[config.mk]
export PLATFORM = sky130hd
export DESIGN_NAME = backlight_control_status_regs
export DESIGN_NICKNAME = d
export VERILOG_FILES = /design/src/verilog/backlight_pkg.sv /design/src/verilog/fault_status_if.sv /design/src/verilog/fault_status_latch.sv /design/src/verilog/backlight_control_status_regs.sv
export VERILOG_INCLUDE_DIRS = /design/src /design/src/verilog
export SDC_FILE = /design/constraint.sdc
export NUM_CORES = 1
export LEC_CHECK = 0
export ABC_AREA = 1
export BUFFER_PORTS_ARGS = -buffer_cell sky130_fd_sc_hd__buf_2
export CAP_MARGIN = 25
export CORE_UTILIZATION = 50
export CTS_CLUSTER_DIAMETER = 100
export CTS_CLUSTER_SIZE = 12
export DETAILED_ROUTE_END_ITERATION = 6
export MAX_ROUTING_LAYER = met4
export PLACE_DENSITY_LB_ADDON = 0.25
export SYNTH_ARGS = -nofsm -noshare
export SYNTH_HDL_FRONTEND = slang
export SYNTH_SLANG_ARGS = --single-unit
[constraint.sdc]
create_clock -name clk_sys -period 3.3 [get_ports clk_sys]
set_input_delay 0.33 -clock clk_sys [delete_from_list [all_inputs] [get_ports clk_sys]]
set_output_delay 0.33 -clock clk_sys [all_outputs]
set_load 0.005 [all_outputs]
[src/verilog/backlight_map.svh]
// Purpose: Address, field and timing names for the backlight control and status registers.
// Assumes: 8-bit registers on an 8-bit register address space, clk_sys at 20 MHz.
// Notes: Definitions only.
//
// Functional notes
// With the fast bit (control bit 7) at 0, trim data is reloaded on every exit from standby, at 1 only at power-up.
// Source field bits 2:1 at 00b takes brightness from the pulse-width input alone.
// Source field at 10b takes brightness only from the brightness register and ignores the pulse-width input.
// Source field at 01b merges pulse-width input and brightness register ahead of the shaper.
// Source field at 11b merges pulse-width input and brightness register after the shaper.
// In register-only mode, control bit 0 at 0 turns backlight and chip off, at 1 turns them on.
// In any pulse-width mode, activity on the pulse-width pin enables or disables the chip instead of bit 0.
// Status bit 7 follows the live LED open condition without latching.
// Status bit 6 follows the live LED short condition without latching.
// Status bit 4 shows live whether the boost output has reached its target.
// Overvoltage, overcurrent and thermal fault bits latch at 1 and clear when status is read.
// Writes to the status register change nothing, and unassigned control bits read as zero.
`ifndef BACKLIGHT_MAP_SVH
`define BACKLIGHT_MAP_SVH

// ----------------------------------------------------------------------
// Register addresses and reset values
// ----------------------------------------------------------------------
`define ADDR_DEVICE_CONTROL 8'h01
`define ADDR_FAULT_STATUS 8'h02
`define RESET_DEVICE_CONTROL 8'h00
`define RESET_FAULT_STATUS 8'h00
`define READ_UNMAPPED 8'h00

// ----------------------------------------------------------------------
// Control register fields
// ----------------------------------------------------------------------
`define CTL_FAST_BIT 7
`define CTL_SOURCE_HI 2
`define CTL_SOURCE_LO 1
`define CTL_SOFT_ENABLE_BIT 0
`define CTL_WRITABLE_MASK 8'h87

// ----------------------------------------------------------------------
// Status register fields
// ----------------------------------------------------------------------
`define STS_OPEN_BIT 7
`define STS_SHORT_BIT 6
`define STS_VREF_BIT 5
`define STS_BOOST_BIT 4
`define STS_LATCH_HI 3
`define STS_LATCH_LO 0
`define STS_LATCH_WIDTH 4

// ----------------------------------------------------------------------
// Timing and datapath constants
// ----------------------------------------------------------------------
`define CLK_SYS_FREQ_HZ 20000000
`define PWM_IDLE_TIME_US 100
`define PWM_IDLE_CYCLES ((`PWM_IDLE_TIME_US * (`CLK_SYS_FREQ_HZ / 1000000)))
`define PWM_IDLE_CNT_WIDTH 12
`define GAIN_UNITY 8'hff

`endif

[src/verilog/backlight_pkg.sv]
// Purpose: Types shared by the backlight control and status register logic.
// Assumes: Nothing beyond the register map header.
// Notes: Encodings of the brightness source field and the power sequencer states.
package backlight_pkg;

   typedef enum logic [1:0] {
      SRC_PWM_ONLY   = 2'b00,
      SRC_MERGE_PRE  = 2'b01,
      SRC_REG_ONLY   = 2'b10,
      SRC_MERGE_POST = 2'b11
   } brightness_source_e;

   typedef enum logic [3:0] {
      ST_LOAD    = 4'b0001,
      ST_ACTIVE  = 4'b0010,
      ST_STANDBY = 4'b0100,
      ST_WAKE    = 4'b1000
   } power_state_e;

endpackage : backlight_pkg

[src/verilog/fault_status_if.sv]
// Purpose: Carries latched fault events and their read clear between modules.
// Assumes: One clock domain.
// Notes: The register side sets clear, the latch side returns the held flags.
`timescale 1ns/10ps
`include "backlight_map.svh"

interface fault_status_if;
   logic [`STS_LATCH_WIDTH-1:0] faultEvent;
   logic readClear;
   logic [`STS_LATCH_WIDTH-1:0] faultHeld;

   modport regs (output faultEvent, output readClear, input faultHeld);
   modport latch (input faultEvent, input readClear, output faultHeld);
endinterface : fault_status_if

[src/verilog/fault_status_latch.sv]
// Purpose: Sticky fault flags that clear when the status register is read.
// Assumes: Events are synchronous to clk_sys.
// Notes: An event in the cycle of the clearing read keeps its flag set.
`timescale 1ns/10ps
`include "backlight_map.svh"

module fault_status_latch (
   input wire logic clk_sys,
   input wire logic rst,
   input wire logic clkEn,
   fault_status_if.latch flags
);

   logic [`STS_LATCH_WIDTH-1:0] held_reg;

   // ----------------------------------------------------------------------
   // Sticky flags
   // ----------------------------------------------------------------------
   // Set has priority over the read clear so no event is lost.
   always_ff @(posedge clk_sys or posedge rst) begin
      if (rst) begin
         held_reg <= `STS_LATCH_WIDTH'(`RESET_FAULT_STATUS);
      end else if (clkEn) begin
         if (flags.readClear) begin
            held_reg <= flags.faultEvent;
         end else begin
            held_reg <= held_reg | flags.faultEvent;
         end
      end
   end

   assign flags.faultHeld = held_reg;

endmodule : fault_status_latch

[src/verilog/backlight_control_status_regs.sv]
// Purpose: Device control and fault status registers of a backlight driver.
// Assumes: The serial slave presents one-cycle read and write strobes with an address.
// Notes: Drives brightness source steering, chip enable and the trim reload sequence.
`timescale 1ns/10ps
`include "backlight_map.svh"

module backlight_control_status_regs
   import backlight_pkg::*;
(
   input wire logic clk_sys,
   input wire logic rst,
   input wire logic clkEn,
   input wire logic [7:0] regAddr,
   input wire logic regWrite,
   input wire logic [7:0] regWriteData,
   input wire logic regRead,
   output logic [7:0] regReadData,
   output logic regReadValid,
   input wire logic pwmIn,
   input wire logic [7:0] pwmDuty,
   input wire logic [7:0] brightnessLevel,
   input wire logic ledOpenDetect,
   input wire logic ledShortDetect,
   input wire logic vrefOkDetect,
   input wire logic boostTargetReached,
   input wire logic overvoltageEvent,
   input wire logic overcurrentEvent,
   input wire logic thermalEvent,
   input wire logic supplyLowEvent,
   input wire logic trimLoadDone,
   output logic [7:0] shaperInput,
   output logic [7:0] postShaperGain,
   output logic chipEnable,
   output logic trimLoadStart,
   output logic deviceActive
);

   logic [7:0] deviceControl_reg;
   logic [7:0] deviceControl_next;
   logic [7:0] faultStatus;
   logic [7:0] readData_reg;
   logic readValid_reg;
   logic ctlHit;
   logic stsHit;
   logic fastWake;
   logic softEnable;
   brightness_source_e sourceSel;
   logic pwmPrev_reg;
   logic pwmActive_reg;
   logic [`PWM_IDLE_CNT_WIDTH-1:0] pwmIdleCnt_reg;
   logic enableWanted;
   logic chipEnable_reg;
   logic [15:0] mergeProduct;
   logic [7:0] shaperInput_reg;
   logic [7:0] postGain_reg;
   power_state_e state_reg;
   power_state_e state_next;
   logic trimStart_reg;

   fault_status_if flags ();

   // ----------------------------------------------------------------------
   // Address decode
   // ----------------------------------------------------------------------
   always_comb begin
      ctlHit = 1'b0;
      stsHit = 1'b0;
      if (regAddr == `ADDR_DEVICE_CONTROL) begin
         ctlHit = 1'b1;
      end else if (regAddr == `ADDR_FAULT_STATUS) begin
         stsHit = 1'b1;
      end
   end

   // ----------------------------------------------------------------------
   // Device control register
   // ----------------------------------------------------------------------
   // Only the fast, source and soft enable bits are stored; the rest read zero.
   assign deviceControl_next = regWriteData & `CTL_WRITABLE_MASK;

   always_ff @(posedge clk_sys or posedge rst) begin
      if (rst) begin
         deviceControl_reg <= `RESET_DEVICE_CONTROL;
      end else if (clkEn && regWrite && ctlHit) begin
         deviceControl_reg <= deviceControl_next;
      end
   end

   assign fastWake = deviceControl_reg[`CTL_FAST_BIT];
   assign softEnable = deviceControl_reg[`CTL_SOFT_ENABLE_BIT];
   assign sourceSel = brightness_source_e'(deviceControl_reg[`CTL_SOURCE_HI:`CTL_SOURCE_LO]);

   // ----------------------------------------------------------------------
   // Fault status register
   // ----------------------------------------------------------------------
   // Writes to the status address are not decoded, so they change nothing.
   assign flags.faultEvent = {overvoltageEvent, overcurrentEvent, thermalEvent, supplyLowEvent};
   assign flags.readClear = regRead && stsHit;
   assign faultStatus[`STS_OPEN_BIT] = ledOpenDetect;
   assign faultStatus[`STS_SHORT_BIT] = ledShortDetect;
   assign faultStatus[`STS_VREF_BIT] = vrefOkDetect;
   assign faultStatus[`STS_BOOST_BIT] = boostTargetReached;
   assign faultStatus[`STS_LATCH_HI:`STS_LATCH_LO] = flags.faultHeld;

   fault_status_latch u_fault_latch (
      .clk_sys(clk_sys),
      .rst(rst),
      .clkEn(clkEn),
      .flags(flags.latch)
   );

   // ----------------------------------------------------------------------
   // Read port
   // ----------------------------------------------------------------------
   always_ff @(posedge clk_sys or posedge rst) begin
      if (rst) begin
         readData_reg <= `READ_UNMAPPED;
         readValid_reg <= 1'b0;
      end else if (clkEn) begin
         readValid_reg <= regRead;
         if (regRead) begin
            if (ctlHit) begin
               readData_reg <= deviceControl_reg;
            end else if (stsHit) begin
               readData_reg <= faultStatus;
            end else begin
               readData_reg <= `READ_UNMAPPED;
            end
         end
      end
   end

   assign regReadData = readData_reg;
   assign regReadValid = readValid_reg;

   // ----------------------------------------------------------------------
   // Pulse-width input activity
   // ----------------------------------------------------------------------
   // The input counts as active while it is high or has toggled within the idle window.
   always_ff @(posedge clk_sys or posedge rst) begin
      if (rst) begin
         pwmPrev_reg <= 1'b0;
         pwmIdleCnt_reg <= '0;
         pwmActive_reg <= 1'b0;
      end else if (clkEn) begin
         pwmPrev_reg <= pwmIn;
         if (pwmIn || (pwmIn != pwmPrev_reg)) begin
            pwmIdleCnt_reg <= '0;
            pwmActive_reg <= 1'b1;
         end else if (pwmIdleCnt_reg == `PWM_IDLE_CNT_WIDTH'(`PWM_IDLE_CYCLES - 1)) begin
            pwmActive_reg <= 1'b0;
         end else begin
            pwmIdleCnt_reg <= pwmIdleCnt_reg + 1'b1;
         end
      end
   end

   // ----------------------------------------------------------------------
   // Chip enable
   // ----------------------------------------------------------------------
   always_comb begin
      if (sourceSel == SRC_REG_ONLY) begin
         enableWanted = softEnable;
      end else begin
         enableWanted = pwmActive_reg;
      end
   end

   always_ff @(posedge clk_sys or posedge rst) begin
      if (rst) begin
         chipEnable_reg <= 1'b0;
      end else if (clkEn) begin
         chipEnable_reg <= enableWanted;
      end
   end

   assign chipEnable = chipEnable_reg;

   // ----------------------------------------------------------------------
   // Brightness source steering
   // ----------------------------------------------------------------------
   // The merge scales the duty by the register level, full scale being unity.
   assign mergeProduct = pwmDuty * brightnessLevel;

   always_ff @(posedge clk_sys or posedge rst) begin
      if (rst) begin
         shaperInput_reg <= 8'h00;
         postGain_reg <= `GAIN_UNITY;
      end else if (clkEn) begin
         case (sourceSel)
            SRC_PWM_ONLY: begin
               shaperInput_reg <= pwmDuty;
               postGain_reg <= `GAIN_UNITY;
            end
            SRC_MERGE_PRE: begin
               shaperInput_reg <= mergeProduct[15:8];
               postGain_reg <= `GAIN_UNITY;
            end
            SRC_REG_ONLY: begin
               shaperInput_reg <= brightnessLevel;
               postGain_reg <= `GAIN_UNITY;
            end
            default: begin
               shaperInput_reg <= pwmDuty;
               postGain_reg <= brightnessLevel;
            end
         endcase
      end
   end

   assign shaperInput = shaperInput_reg;
   assign postShaperGain = postGain_reg;

   // ----------------------------------------------------------------------
   // Power sequencer
   // ----------------------------------------------------------------------
   // Reset is the initial power-up, so trim is always loaded once first.
   always_comb begin
      state_next = state_reg;
      case (state_reg)
         ST_LOAD: begin
            if (trimLoadDone) begin
               state_next = ST_ACTIVE;
            end
         end
         ST_ACTIVE: begin
            if (!chipEnable_reg) begin
               state_next = ST_STANDBY;
            end
         end
         ST_STANDBY: begin
            if (chipEnable_reg && fastWake) begin
               state_next = ST_ACTIVE;
            end else if (chipEnable_reg) begin
               state_next = ST_WAKE;
            end
         end
         ST_WAKE: begin
            if (trimLoadDone) begin
               state_next = ST_ACTIVE;
            end
         end
         default: begin
            state_next = ST_LOAD;
         end
      endcase
   end

   always_ff @(posedge clk_sys or posedge rst) begin
      if (rst) begin
         state_reg <= ST_LOAD;
      end else if (clkEn) begin
         state_reg <= state_next;
      end
   end

   // The load request is one pulse on entry to a loading state.
   always_ff @(posedge clk_sys or posedge rst) begin
      if (rst) begin
         trimStart_reg <= 1'b1;
      end else if (clkEn) begin
         trimStart_reg <= (state_reg == ST_STANDBY) && (state_next == ST_WAKE);
      end
   end

   assign trimLoadStart = trimStart_reg;
   assign deviceActive = (state_reg == ST_ACTIVE);

endmodule : backlight_control_status_regs

# Word level (Yosys, flattened, before mapping)
# Index checks and enable logic that the tools add are counted.
dict set report op_classes {
  n_addsub 1
  multipliers 1
  eq_ne 12
  n_mux 18
  n_bitwise 1
  reduce_logical 13
}
# cell n
set op_table {}
lappend op_table {{$mux W12} 2}
lappend op_table {{$mux W8} 3}
lappend op_table {{$mux W4} 5}
lappend op_table {{$mul A8 B8 Y16} 1}
lappend op_table {{$pmux W8 S2} 1}
lappend op_table {{$add A12 B1 Y12 const B} 1}
lappend op_table {{$eq A12 B11 Y1 const B} 1}
lappend op_table {{$pmux W4 S3} 1}
lappend op_table {{$eq A4 B4 Y1 const B} 2}
lappend op_table {{$eq A8 B1 Y1 const B} 1}
lappend op_table {{$eq A8 B2 Y1 const B} 1}
lappend op_table {{$mux W1} 6}
lappend op_table {{$reduce_and A2 Y1} 3}
lappend op_table {{$logic_and A1 B1 Y1} 5}
lappend op_table {{$eq A4 B1 Y1 const B} 1}
lappend op_table {{$eq A4 B2 Y1 const B} 1}
lappend op_table {{$eq A4 B3 Y1 const B} 1}
lappend op_table {{$or A4 B4 Y4} 1}
lappend op_table {{$reduce_or A3 Y1} 1}
lappend op_table {{$eq A2 B1 Y1 const B} 1}
lappend op_table {{$eq A2 B2 Y1 const B} 1}
lappend op_table {{$logic_not A2 Y1} 1}
lappend op_table {{$ne A2 B2 Y1 const B} 1}
lappend op_table {{$reduce_bool A2 Y1} 1}
lappend op_table {{other kinds (3)} 3}
dict set report totals {
  register_bits 53
  inputBits 47
  out_inout_bits 28
  elab_cells 58
}

# Logic depth before layout (Yosys ltp)
# Gate-level depths: netlist of the first run.
dict set report depth {
  depth_word 5
  depth_mapped 25
  ltp_nobuf 24
}

# Modules after synthesis
# From an unflattened synthesis of the first run, not the netlist that was laid out.
dict set report unflattened {
  cells_unflattened 656
  area_unflattened_um2 4840.9
}
# mod instances cells_per_inst area_each_um2 seq_area_each_um2
set modules_own_cells {}
lappend modules_own_cells {backlight_control_status_regs 1 638 4685.7 1238.7}
lappend modules_own_cells {fault_status_latch 1 18 155.1 100.1}

# Worst setup path before layout of the first run
# Ideal clock, no wire load.
dict set report synth_path {
  kind {input to register}
  start {input brightnessLevel[6]}
  end {register shaperInput_reg[7] (netlist: shaperInput[7])}
  setup_time_ps 116
  arrival_ps 3896
  required_ps 3184
  setup_slack_ps -712
  path_stages 18
  path_buffers 1
  path_cell_list {clkbuf_1 nand2_1 inv_1 fa_1 fa_1 fa_1 inv_1 fa_1 inv_1 ha_1 a21oi_1 o21ai_0 a21oi_1 nand3_1 nand3_1 nand2_1 nand2_1 nand2_1}
}
dict set report synth_between {
  elab_chain_len 2
}
# item line
set synth_rtl {}
lappend synth_rtl {{start: declaration} backlight_control_status_regs.sv:21} ;# input wire logic [7:0] brightnessLevel,
lappend synth_rtl {{$mul A8 B8 Y16} backlight_control_status_regs.sv:183} ;# assign mergeProduct = pwmDuty * brightnessLevel;
lappend synth_rtl {{$pmux W8 S2} backlight_control_status_regs.sv:190} ;# case (sourceSel)
lappend synth_rtl {{end signal: assignment} backlight_control_status_regs.sv:192} ;# shaperInput_reg <= pwmDuty;
lappend synth_rtl {{end signal: assignment} backlight_control_status_regs.sv:196} ;# shaperInput_reg <= mergeProduct[15:8];
lappend synth_rtl {{end signal: assignment} backlight_control_status_regs.sv:200} ;# shaperInput_reg <= brightnessLevel;
lappend synth_rtl {{end: declaration} backlight_control_status_regs.sv:54} ;# logic [7:0] shaperInput_reg;
# No other way between the ends.
# A chain may end at the register's enable or synchronous reset.

# Final worst setup path of the first run
dict set report layout_path {
  start {input brightnessLevel[2]}
  end {register shaperInput_reg[7] (netlist: shaperInput[7])}
}
# The elaborated chain is that of the path after synthesis.

==> results.py, run 1 <==
metrics = {
    "run_status": {
        "status": "complete, but fails checks",
        "violations": "negative setup slack",
    },
    "timing": {
        "whs_ns": 0.221,
        "finClkSkew_ns": 0.00736,
        "tns_ns": -1.43,
        "worst_pin_slew_ns": 0.721,
        "finalCriticalPeriod_ns": 3.53,
        "relSlewSlack_pct": 51.7,
        "timing.fmax_mhz": 283,
        "hold_viol": 0,
        "finalSetupViolCount": 8,
        "setup_ws_ns": -0.229,
        "rsz0062_at_grt": "yes",
        "slew_violations": 0,
        "final_min_period_over_clock_period_pct": 107,
    },
    "yosys": {
        "netlist_area_um2": 4840,
        "ys_ff_latch": 53,
        "synth_common_cells": "nand2_1, inv_1, nor2_1",
        "avgSynthCellArea_um2": 7.38,
        "synthArstFlopShare_pct": 100,
        "synth_fp_nets": 775,
        "yosysUniqueCellTypes": 43,
        "synthCells": 656,
        "synth_most_common_cell": "nand2_1",
        "synth_top_cell_area_share_pct": 22.2,
        "synth_edf_count": 0,
        "yosysSeqAreaShare_pct": 27.6,
        "yosysWarnings": 0,
        "synth_top_area_cell": "dfrtp_1",
        "synth_flop_cell": "dfrtp_1",
        "ys_top_cells_by_area": "dfrtp_1, fa_1, nand2_1, inv_1, ha_1",
    },
    "die": {
        "dieHeight_um": 100,
        "ios": 75,
        "fp.dieW_um": 100,
        "row_count": 35,
        "die-area_um2": 10100,
        "design.core.area_um2": 9330,
        "start_util_pct": 51.9,
    },
    "power_and_ir_drop": {
        "finalPower_uw": 3070,
        "ir_drop_mv": 0.337,
        "p_sw_uw": 1310,
        "swShare_pct": 42.6,
        "combPwrFrac_pct": 60.3,
        "power_frac_clock_pct": 15.6,
        "p_int_uw": 1760,
        "leakage_uw": 0.00342,
        "seq_power_share_pct": 24.1,
        "p_per_area_nw_per_um2": 502,
    },
    "critical_path": {
        "required_ns": 3.51,
        "start_kind": "primary input",
        "arrival_ns": 3.74,
        "critPathCaptureType": "register",
        "critPathMaxFanout": 7,
        "worst-setup-path-type": "in -> reg",
    },
    "grt": {
        "grt_antenna_before_repair": 0,
        "groute.usage.overall_pct": 27.2,
        "grt_overflow": 0,
        "grt_pass1_wl_mm": 20.7,
        "grt_max_degree": 38,
        "grt_pass1_vias": 4387,
    },
    "clock_network": {
        "cts-root-buf": "clkbuf_8",
        "clockBufferDepth": 2,
        "numCtsBuffers": 5,
        "h-tree-depth": 2,
        "cts_tree": "yes",
        "insertion_delay_ns": 0.32,
        "path_clk_slew_ns": 0.10,
        "clock_sinks": 53,
    },
    "drt": {
        "avgViaCountPerCell": 5.15,
        "first_iter_violations": 254,
        "wl_per_cell_um": 14.6,
        "ant_nets": 0,
        "finalWirelength_mm": 12.9,
        "firstDrtPassIters": 5,
        "routed-via-count": 4551,
        "drc_errors": 0,
    },
    "placement": {
        "dp_cells": 869,
        "dp_hpwl_mm": 9.89,
        "gp_congestion": 0.918,
        "portBuffers": 70,
    },
    "finish": {
        "area_growth_pct": 26.0,
        "antenna_cells": 0,
        "fin_nets": 873,
        "final_layout_size_suffix_gt1_share_pct": 28.6,
        "fin_cells": 884,
        "largest_reg_flops": 12,
    },
    "worst_hold_path": {
        "hold_path_class": "in -> reg",
    },
    "flow_run": {
        "maxCapViolations": 0,
    },
}
## kinds of logic after synthesis
family,after synthesis,share of synthesized area (%)
AND/OR/NAND/NOR,281,24.3
XOR/XNOR,4,0.724
AO/OA/AOI/OAI,81,9.74
adder cells (fa/ha/maj),72,24.0
buffers and inverters,163,13.1
flip-flops,53,27.6
multiplexers,2,0.465
## area by class of cell
| type | count | area (µm²) |
|---|---|---|
| clock buffers | 5 | 68.8 |
| clock inverters | 3 | 50.0 |
| fillers | 798 | 3220 |
| inverters | 138 | 518 |
| multi-input cells | 440 | 3120 |
| flip-flops and latches | 53 | 1340 |
| well taps | 129 | 161 |
| repair buffers | 116 | 842 |
## placed cells by master, fill, tap and decap left out, types with 3 or more instances in the layout
master    Yosys  final
buf_4         3     42
o21ai_0      28     27
buf_6         1      9
dfstp_2      10     10
ha_4          0      5
nand2_2       6     18
inv_2         5     19
nand2_1     178    157
inv_1       133    119
nand2_4       1     10
fa_1         35     33
nor2_1       54     49
nor2_2        1      4
a21oi_2       0      4
nor2_4        2      4
nand3_2       1      5
o21ai_1       6      6
buf_2         2     57
clkbuf_8      0      5
nor3_1        5      4
nand3_1      24     20
a21oi_1      24     18
ha_1         37     32
dfrtp_1      43     43
xor2_1        3      3
a22o_1        3      3
o21ai_2       2      3
buf_12        0      5
o211ai_1      5      5
## through the flow
stage	instance area, µm²	setup slack [ns]	utilization (%)
3_3_place_gp	5620	-0.635	60.3
6_report	6100	-0.229	65.4
3_5_place_dp	5640	-0.652	60.5
5_1_grt	6100	-0.407	65.4
2_1_floorplan	5090	-0.322	-
4_1_cts	5960	-0.187	63.9
## layer usage
layer	share of wire (%)	track usage (%)
met1	45	36.7
met5	0	-
met4	1.5	5.24
met3	3.9	2.92
met2	50	44.8
## what timing repair did
action,in CTS,in global routing
setup endpoints to repair,8,8
hold buffers,1,0
pin swaps,21,23
gates resized for setup,51,34
endpoints found under the hold margin,6,0
setup buffers,2,4
## worst max-delay path, stage by stage
cell and delay, ns:
buf_12 0.12, nand2_4 0.05, inv_2 0.03, fa_1 0.55, fa_1 0.45, fa_1 0.53
inv_2 0.04, fa_1 0.52, inv_2 0.05, ha_4 0.31, nand2_4 0.08, nor2_4 0.10
and2_1 0.12, nand2_1 0.06, nand2_1 0.06, nand2_1 0.05, nand3_2 0.08, nand2_1 0.05
nand2_1 0.08, nand2_1 0.06
## power by group through the flow
| stage | Combinational, µW | Clock (µW) | Sequential [µW] |
|---|---|---|---|
| floorplan | 1060 | 0 | 742 |
| global placement | 1470 | 0 | 746 |
| detailed placement | 1500 | 0 | 748 |
| CTS | 1660 | 484 | 738 |
| global route | 2050 | 504 | 744 |
| finish | 1850 | 478 | 739 |
## worst paths after layout
check,startpoint,endpoint,slack [ns],depth (start not counted)
setup / recovery,brightnessLevel[2],shaperInput[7]$_DFFE_PP0P_,-0.23,20
min in group asynchronous,rst,state_reg[3]$_DFFE_PP0P_,0.55,3
setup reg to reg,pwmPrev_reg$_DFFE_PP0P_,pwmIdleCnt_reg[9]$_DFFE_PP0P_,1.59,7
hold reg to reg,postShaperGain[2]$_DFFE_PP1P_,postShaperGain[2]$_DFFE_PP1P_,0.47,2
hold / removal,boostTargetReached,regReadData[4]$_DFFE_PP0P_,0.22,2
max in group asynchronous,rst,pwmIdleCnt_reg[9]$_DFFE_PP0P_,2.23,4
(Power assumes the default switching activity.)
==> run 2, diff against run 1 <==
BUFFER_PORTS_ARGS = -buffer_cell sky130_fd_sc_hd__buf_4   (was -buffer_cell sky130_fd_sc_hd__buf_2)
CTS_BUF_LIST = sky130_fd_sc_hd__clkbuf_4   (was default)
==> run 2 against run 1 <==
  * Combinational power about the same
  * The run still ends with negative setup slack left
  * Sequential share of layout area decreased by 0.35 points
  * Count of clock-buffer cells in the layout unchanged
  * Via count decreased by 0.79%
  * Clock skew increased by 0.017 ns
==> results.py, run 2 (same netlist as run 1, synthesis figures left out) <==
metrics = {
    "drt": {
        "finalWirelength_mm": 12.6,
        "firstDrtPassIters": 4,
        "avgViaCountPerCell": 5.08,
        "routed-via-count": 4515,
        "first_iter_violations": 245,
        "drc_errors": 0,
        "ant_nets": 0,
        "wl_per_cell_um": 14.2,
    },
    "clock_network": {
        "cts_tree": "yes",
        "h-tree-depth": 2,
        "cts-root-buf": "clkbuf_4",
        "clock_sinks": 53,
        "clockBufferDepth": 2,
        "insertion_delay_ns": 0.39,
        "numCtsBuffers": 5,
        "path_clk_slew_ns": 0.18,
    },
    "timing": {
        "slew_violations": 0,
        "worst_pin_slew_ns": 0.652,
        "relSlewSlack_pct": 56.5,
        "finClkSkew_ns": 0.0241,
        "hold_viol": 0,
        "rsz0062_at_grt": "yes",
        "finalSetupViolCount": 7,
        "final_min_period_over_clock_period_pct": 105,
        "setup_ws_ns": -0.169,
        "finalCriticalPeriod_ns": 3.47,
        "timing.fmax_mhz": 288,
        "whs_ns": 0.00450,
    },
    "placement": {
        "gp_congestion": 0.993,
        "portBuffers": 70,
        "dp_hpwl_mm": 10.1,
        "post-place-ws_ns": -0.653,
    },
    "power_and_ir_drop": {
        "leakage_uw": 0.00346,
        "ir_drop_mv": 0.259,
        "p_per_area_nw_per_um2": 479,
    },
    "critical_path": {
        "critPathMaxFanout": 8,
        "critPathSlowestCell": "fa_1",
        "required_ns": 3.61,
        "timing.critical_path.mode_cell": "nand2_1",
        "cp_slowest_stage_delay_ns": 0.57,
        "path_cells": "buf_12, nand2_4, inv_2, fa_1, fa_1, fa_1, inv_1, fa_1, inv_2, ha_4, nand2_2, inv_1, nand2_1, nand2_1, inv_2, nor2_1, nor2_1, nand2_1, nand2_1, nand3_2, nand2_1, nand2_1, nand2_1",
        "arrival_ns": 3.78,
        "critPathCaptureType": "register",
        "worst-setup-path-type": "in -> reg",
        "start_kind": "primary input",
    },
    "finish": {
        "area_growth_pct": 28.1,
        "final_common_cell": "nand2_1",
        "antenna_cells": 0,
        "n_fill_cell": 765,
        "largest_reg_flops": 12,
        "fin_nets": 877,
        "final_layout_size_suffix_gt1_share_pct": 27.7,
        "final_cell_mix": "nand2_1, inv_1, buf_4, nor2_1, dfrtp_1",
    },
    "grt": {
        "grt_max_degree": 33,
        "grt_antenna_before_repair": 0,
        "groute.usage.overall_pct": 27.6,
        "grt_pass1_wl_mm": 21.2,
        "grt_pass1_vias": 4633,
        "grt_overflow": 0,
    },
    "die": {
        "start_util_pct": 51.9,
        "ios": 75,
        "dieHeight_um": 100,
        "design.core.area_um2": 9330,
        "die-area_um2": 10100,
        "row_count": 35,
        "fp.dieW_um": 100,
    },
    "worst_hold_path": {
        "hold_path_class": "in -> async",
    },
    "flow_run": {
        "maxCapViolations": 0,
    },
    "run_status": {
        "status": "complete, but fails checks",
        "violations": "negative setup slack",
    },
}
[run 2: timing repair]
action                                  4_1_cts  5_1_grt
gates resized for setup                      41       15
hold buffers                                  0        0
pin swaps                                    18       21
buffers inserted                              1        2
endpoints found under the setup margin        8        8
[run 2: area by class of cell]
type,instances,area (µm²),area share [%]
inverter,138,518,8.35
clock inverter,3,50.0,0.807
tap,129,161,2.60
timing repair buffer,120,1000,16.1
multi-input combinational,440,3100,49.9
clock buffer,5,37.5,0.605
sequential,53,1340,21.6
[run 2: path summary, 6_finish.rpt]
kind	startpoint	endpoint	slack (ns)	cells past startpoint
max in group asynchronous	rst	shaperInput[7]$_DFFE_PP0P_	2.55	3
min in group clk_sys	overvoltageEvent	u_fault_latch.flags.faultHeld[3]$_DFFE_PP0P_	0.13	3
worst min-delay path	rst	shaperInput[2]$_DFFE_PP0P_	0.005	2
worst max register to register	deviceControl_reg[1]$_DFFE_PP0P_	shaperInput[6]$_DFFE_PP0P_	1.63	7
worst min register to register	postShaperGain[4]$_DFFE_PP1P_	postShaperGain[4]$_DFFE_PP1P_	0.48	2
worst max-delay path	brightnessLevel[5]	shaperInput[6]$_DFFE_PP0P_	-0.17	23
[run 2: report_power, final]
group	switching, µW	leakage [µW]	internal [µW]
logic	976	0.00277	866
registers	35.3	0.000643	701
clock network	225	0.0000473	166
[run 2: layer usage]
metal,vias up,global-route usage (%),routed length [µm]
met1,2166,34.4,5410
li1,2193,-,-
met2,127,46.4,6270
met5,-,-,0
met3,29,3.41,608
met4,0,9.81,285
[run 2: worst max-delay path, delay by kind of cell]
kind | cells | cell delay, ns
buf+inv | 6 | 0.35
fa+ha+maj | 5 | 2.31
simple gates | 12 | 0.79
[run 2: stage by stage]
stage / TNS (ns) / area (µm²) / utilization (%) / instances / total power, µW
final: -0.799 / 6200 / 66.5 / 888 / 2970
after global routing: -1.87 / 6200 / 66.5 / 888 / 3200
after CTS: -0.527 / 6130 / 65.7 / 886 / 2920
after detailed placement: -4.44 / 5870 / 62.9 / 877 / 2360
after global placement: -4.16 / 5870 / 62.9 / 877 / 2320
after floorplan: -2.19 / 5090 / - / 656 / 1800
==> run 3, diff against run 2 <==
CTS_CLUSTER_DIAMETER = default   (was 100)
SKIP_LAST_GASP = 1   (was default)
==> run 3 against run 2 <==
  * The run still ends with negative setup slack left
  * Critical path depth unchanged
  * Hold slack improved by 0.0019 ns
  * Setup slack got worse by 0.018 ns
  * Final area decreased by 0.16%
  * Critical path type unchanged
  * Highest routed layer unchanged
==> results.py, run 3 (same netlist as run 1, synthesis figures left out) <==
metrics = {
    "grt": {
        "use_met1_pct": 34.4,
        "grt_max_degree": 33,
        "grt_pass1_wl_mm": 21.2,
        "groute.usage.overall_pct": 27.6,
        "grt_antenna_before_repair": 0,
        "busiest_layer": "met2",
        "grt_use_met3_pct": 3.41,
        "grt_overflow": 0,
        "grt_pass1_vias": 4636,
        "grt_use_met2_pct": 46.4,
    },
    "power_and_ir_drop": {
        "p_int_uw": 1720,
        "leakage_uw": 0.00346,
        "p_sw_uw": 1230,
        "swShare_pct": 41.6,
        "seq_power_share_pct": 24.9,
        "combPwrFrac_pct": 61.9,
        "ir_drop_mv": 0.256,
        "finalPower_uw": 2950,
        "power_frac_clock_pct": 13.2,
        "p_per_area_nw_per_um2": 477,
    },
    "finish": {
        "fin_cells": 889,
        "n_fill_cell": 775,
        "final_cell_mix": "nand2_1, inv_1, buf_4, nor2_1, dfrtp_1",
        "area_growth_pct": 27.9,
        "final_area_um2": 6190,
        "fin_nets": 878,
        "final_common_cell": "nand2_1",
        "largest_reg_flops": 12,
        "final_layout_size_suffix_gt1_share_pct": 27.5,
        "antenna_cells": 0,
    },
    "drt": {
        "drc_errors": 0,
        "first_iter_violations": 238,
        "wl_per_cell_um": 14.1,
        "ant_nets": 0,
        "finalWirelength_mm": 12.5,
        "firstDrtPassIters": 5,
        "avgViaCountPerCell": 5.10,
        "routed-via-count": 4530,
    },
    "die": {
        "start_util_pct": 51.9,
        "dieHeight_um": 100,
        "ios": 75,
        "die-area_um2": 10100,
        "design.core.area_um2": 9330,
        "row_count": 35,
        "fp.dieW_um": 100,
    },
    "critical_path": {
        "arrival_ns": 3.79,
        "critPathMaxFanout": 8,
        "start_kind": "primary input",
        "worst-setup-path-type": "in -> reg",
        "setup.worst_path.start": "brightnessLevel[5]",
        "reg2reg_from": "deviceControl_reg[1]$_DFFE_PP0P_",
        "critPathCaptureType": "register",
        "required_ns": 3.60,
    },
    "placement": {
        "dp_hpwl_mm": 10.1,
        "portBuffers": 70,
        "place_area_um2": 5870,
        "dp_cells": 877,
        "gp_congestion": 0.993,
    },
    "worst_hold_path": {
        "hold_path_class": "in -> async",
    },
    "timing": {
        "final_min_period_over_clock_period_pct": 106,
        "timing.fmax_mhz": 287,
        "finalCriticalPeriod_ns": 3.49,
        "hold_viol": 0,
        "relSlewSlack_pct": 56.7,
        "rsz0062_at_grt": "yes",
        "finClkSkew_ns": 0.0222,
        "finalSetupViolCount": 8,
        "slew_violations": 0,
        "setup_ws_ns": -0.187,
        "worst_pin_slew_ns": 0.646,
    },
    "clock_network": {
        "h-tree-depth": 2,
        "numCtsBuffers": 5,
        "cts_tree": "yes",
        "path_clk_slew_ns": 0.17,
        "clockBufferDepth": 2,
        "cts-root-buf": "clkbuf_4",
        "insertion_delay_ns": 0.39,
        "ctsHoldBuffers": 0,
        "clock_sinks": 53,
    },
    "flow_run": {
        "maxCapViolations": 0,
    },
    "run_status": {
        "violations": "negative setup slack",
        "status": "complete, but fails checks",
    },
}
run 3: final timing paths:
kind,end,slack (ns),cells past startpoint
setup / recovery,shaperInput[6]$_DFFE_PP0P_,-0.19,23
hold / removal,shaperInput[2]$_DFFE_PP0P_,0.006,2
max in group asynchronous,pwmIdleCnt_reg[6]$_DFFE_PP0P_,2.54,3
hold reg to reg,postShaperGain[5]$_DFFE_PP1P_,0.48,2
setup reg to reg,shaperInput[6]$_DFFE_PP0P_,1.63,7
min in group clk_sys,u_fault_latch.flags.faultHeld[3]$_DFFE_PP0P_,0.13,3
run 3: metrics by stage:
stage	setup TNS (ns)	hold WS, ns	setup slack [ns]	util, %
final	-0.831	0.00645	-0.187	66.4
after global routing	-1.85	0.0476	-0.308	66.4
after CTS	-0.557	0.0130	-0.154	65.4
after detailed placement	-4.44	0.457	-0.653	62.9
after global placement	-4.16	0.454	-0.629	62.9
after floorplan	-2.19	0.443	-0.322	-
run 3: per-layer routing:
metal / share of wire (%) / routed length (µm)
met4: 2.3 / 286
met5: 0 / 0
met2: 50 / 6220
met3: 4.9 / 614
met1: 43 / 5390
run 3: worst max-delay path, stage by stage:
cell and delay, ns:
buf_6 0.12, nand2_4 0.06, inv_2 0.03, fa_1 0.57
fa_1 0.45, fa_1 0.50, inv_1 0.05, fa_1 0.49
inv_2 0.05, ha_4 0.30, nand2_2 0.08, inv_1 0.05
nand2_1 0.04, nand2_1 0.06, inv_2 0.04, nor2_1 0.07
nor2_1 0.06, nand2_1 0.07, nand2_1 0.06, nand3_2 0.08
nand2_1 0.07, nand2_1 0.08, nand2_1 0.07
run 3: cell type report:
class	instances	area (µm²)	area share, %
inverters	138	518	8.37
clock buffers	5	37.5	0.606
multi-input cells	440	3080	49.8
repair buffers	121	1000	16.2
flip-flops and latches	53	1340	21.6
clock inverters	3	50.0	0.808
well taps	129	161	2.61
run 3: what timing repair did:
item	CTS	global route
pin swaps	17	19
setup buffers	1	3
setup endpoints to repair	8	8
resized for setup	36	17
run 3: power by group through the flow:
| stage | clock network, µW | registers [µW] | logic (µW) |
|---|---|---|---|
| final | 389 | 737 | 1830 |
| after global routing | 426 | 742 | 2020 |
| after global placement | 0 | 746 | 1580 |
| after detailed placement | 0 | 747 | 1610 |
| after CTS | 402 | 736 | 1760 |
| after floorplan | 0 | 742 | 1060 |
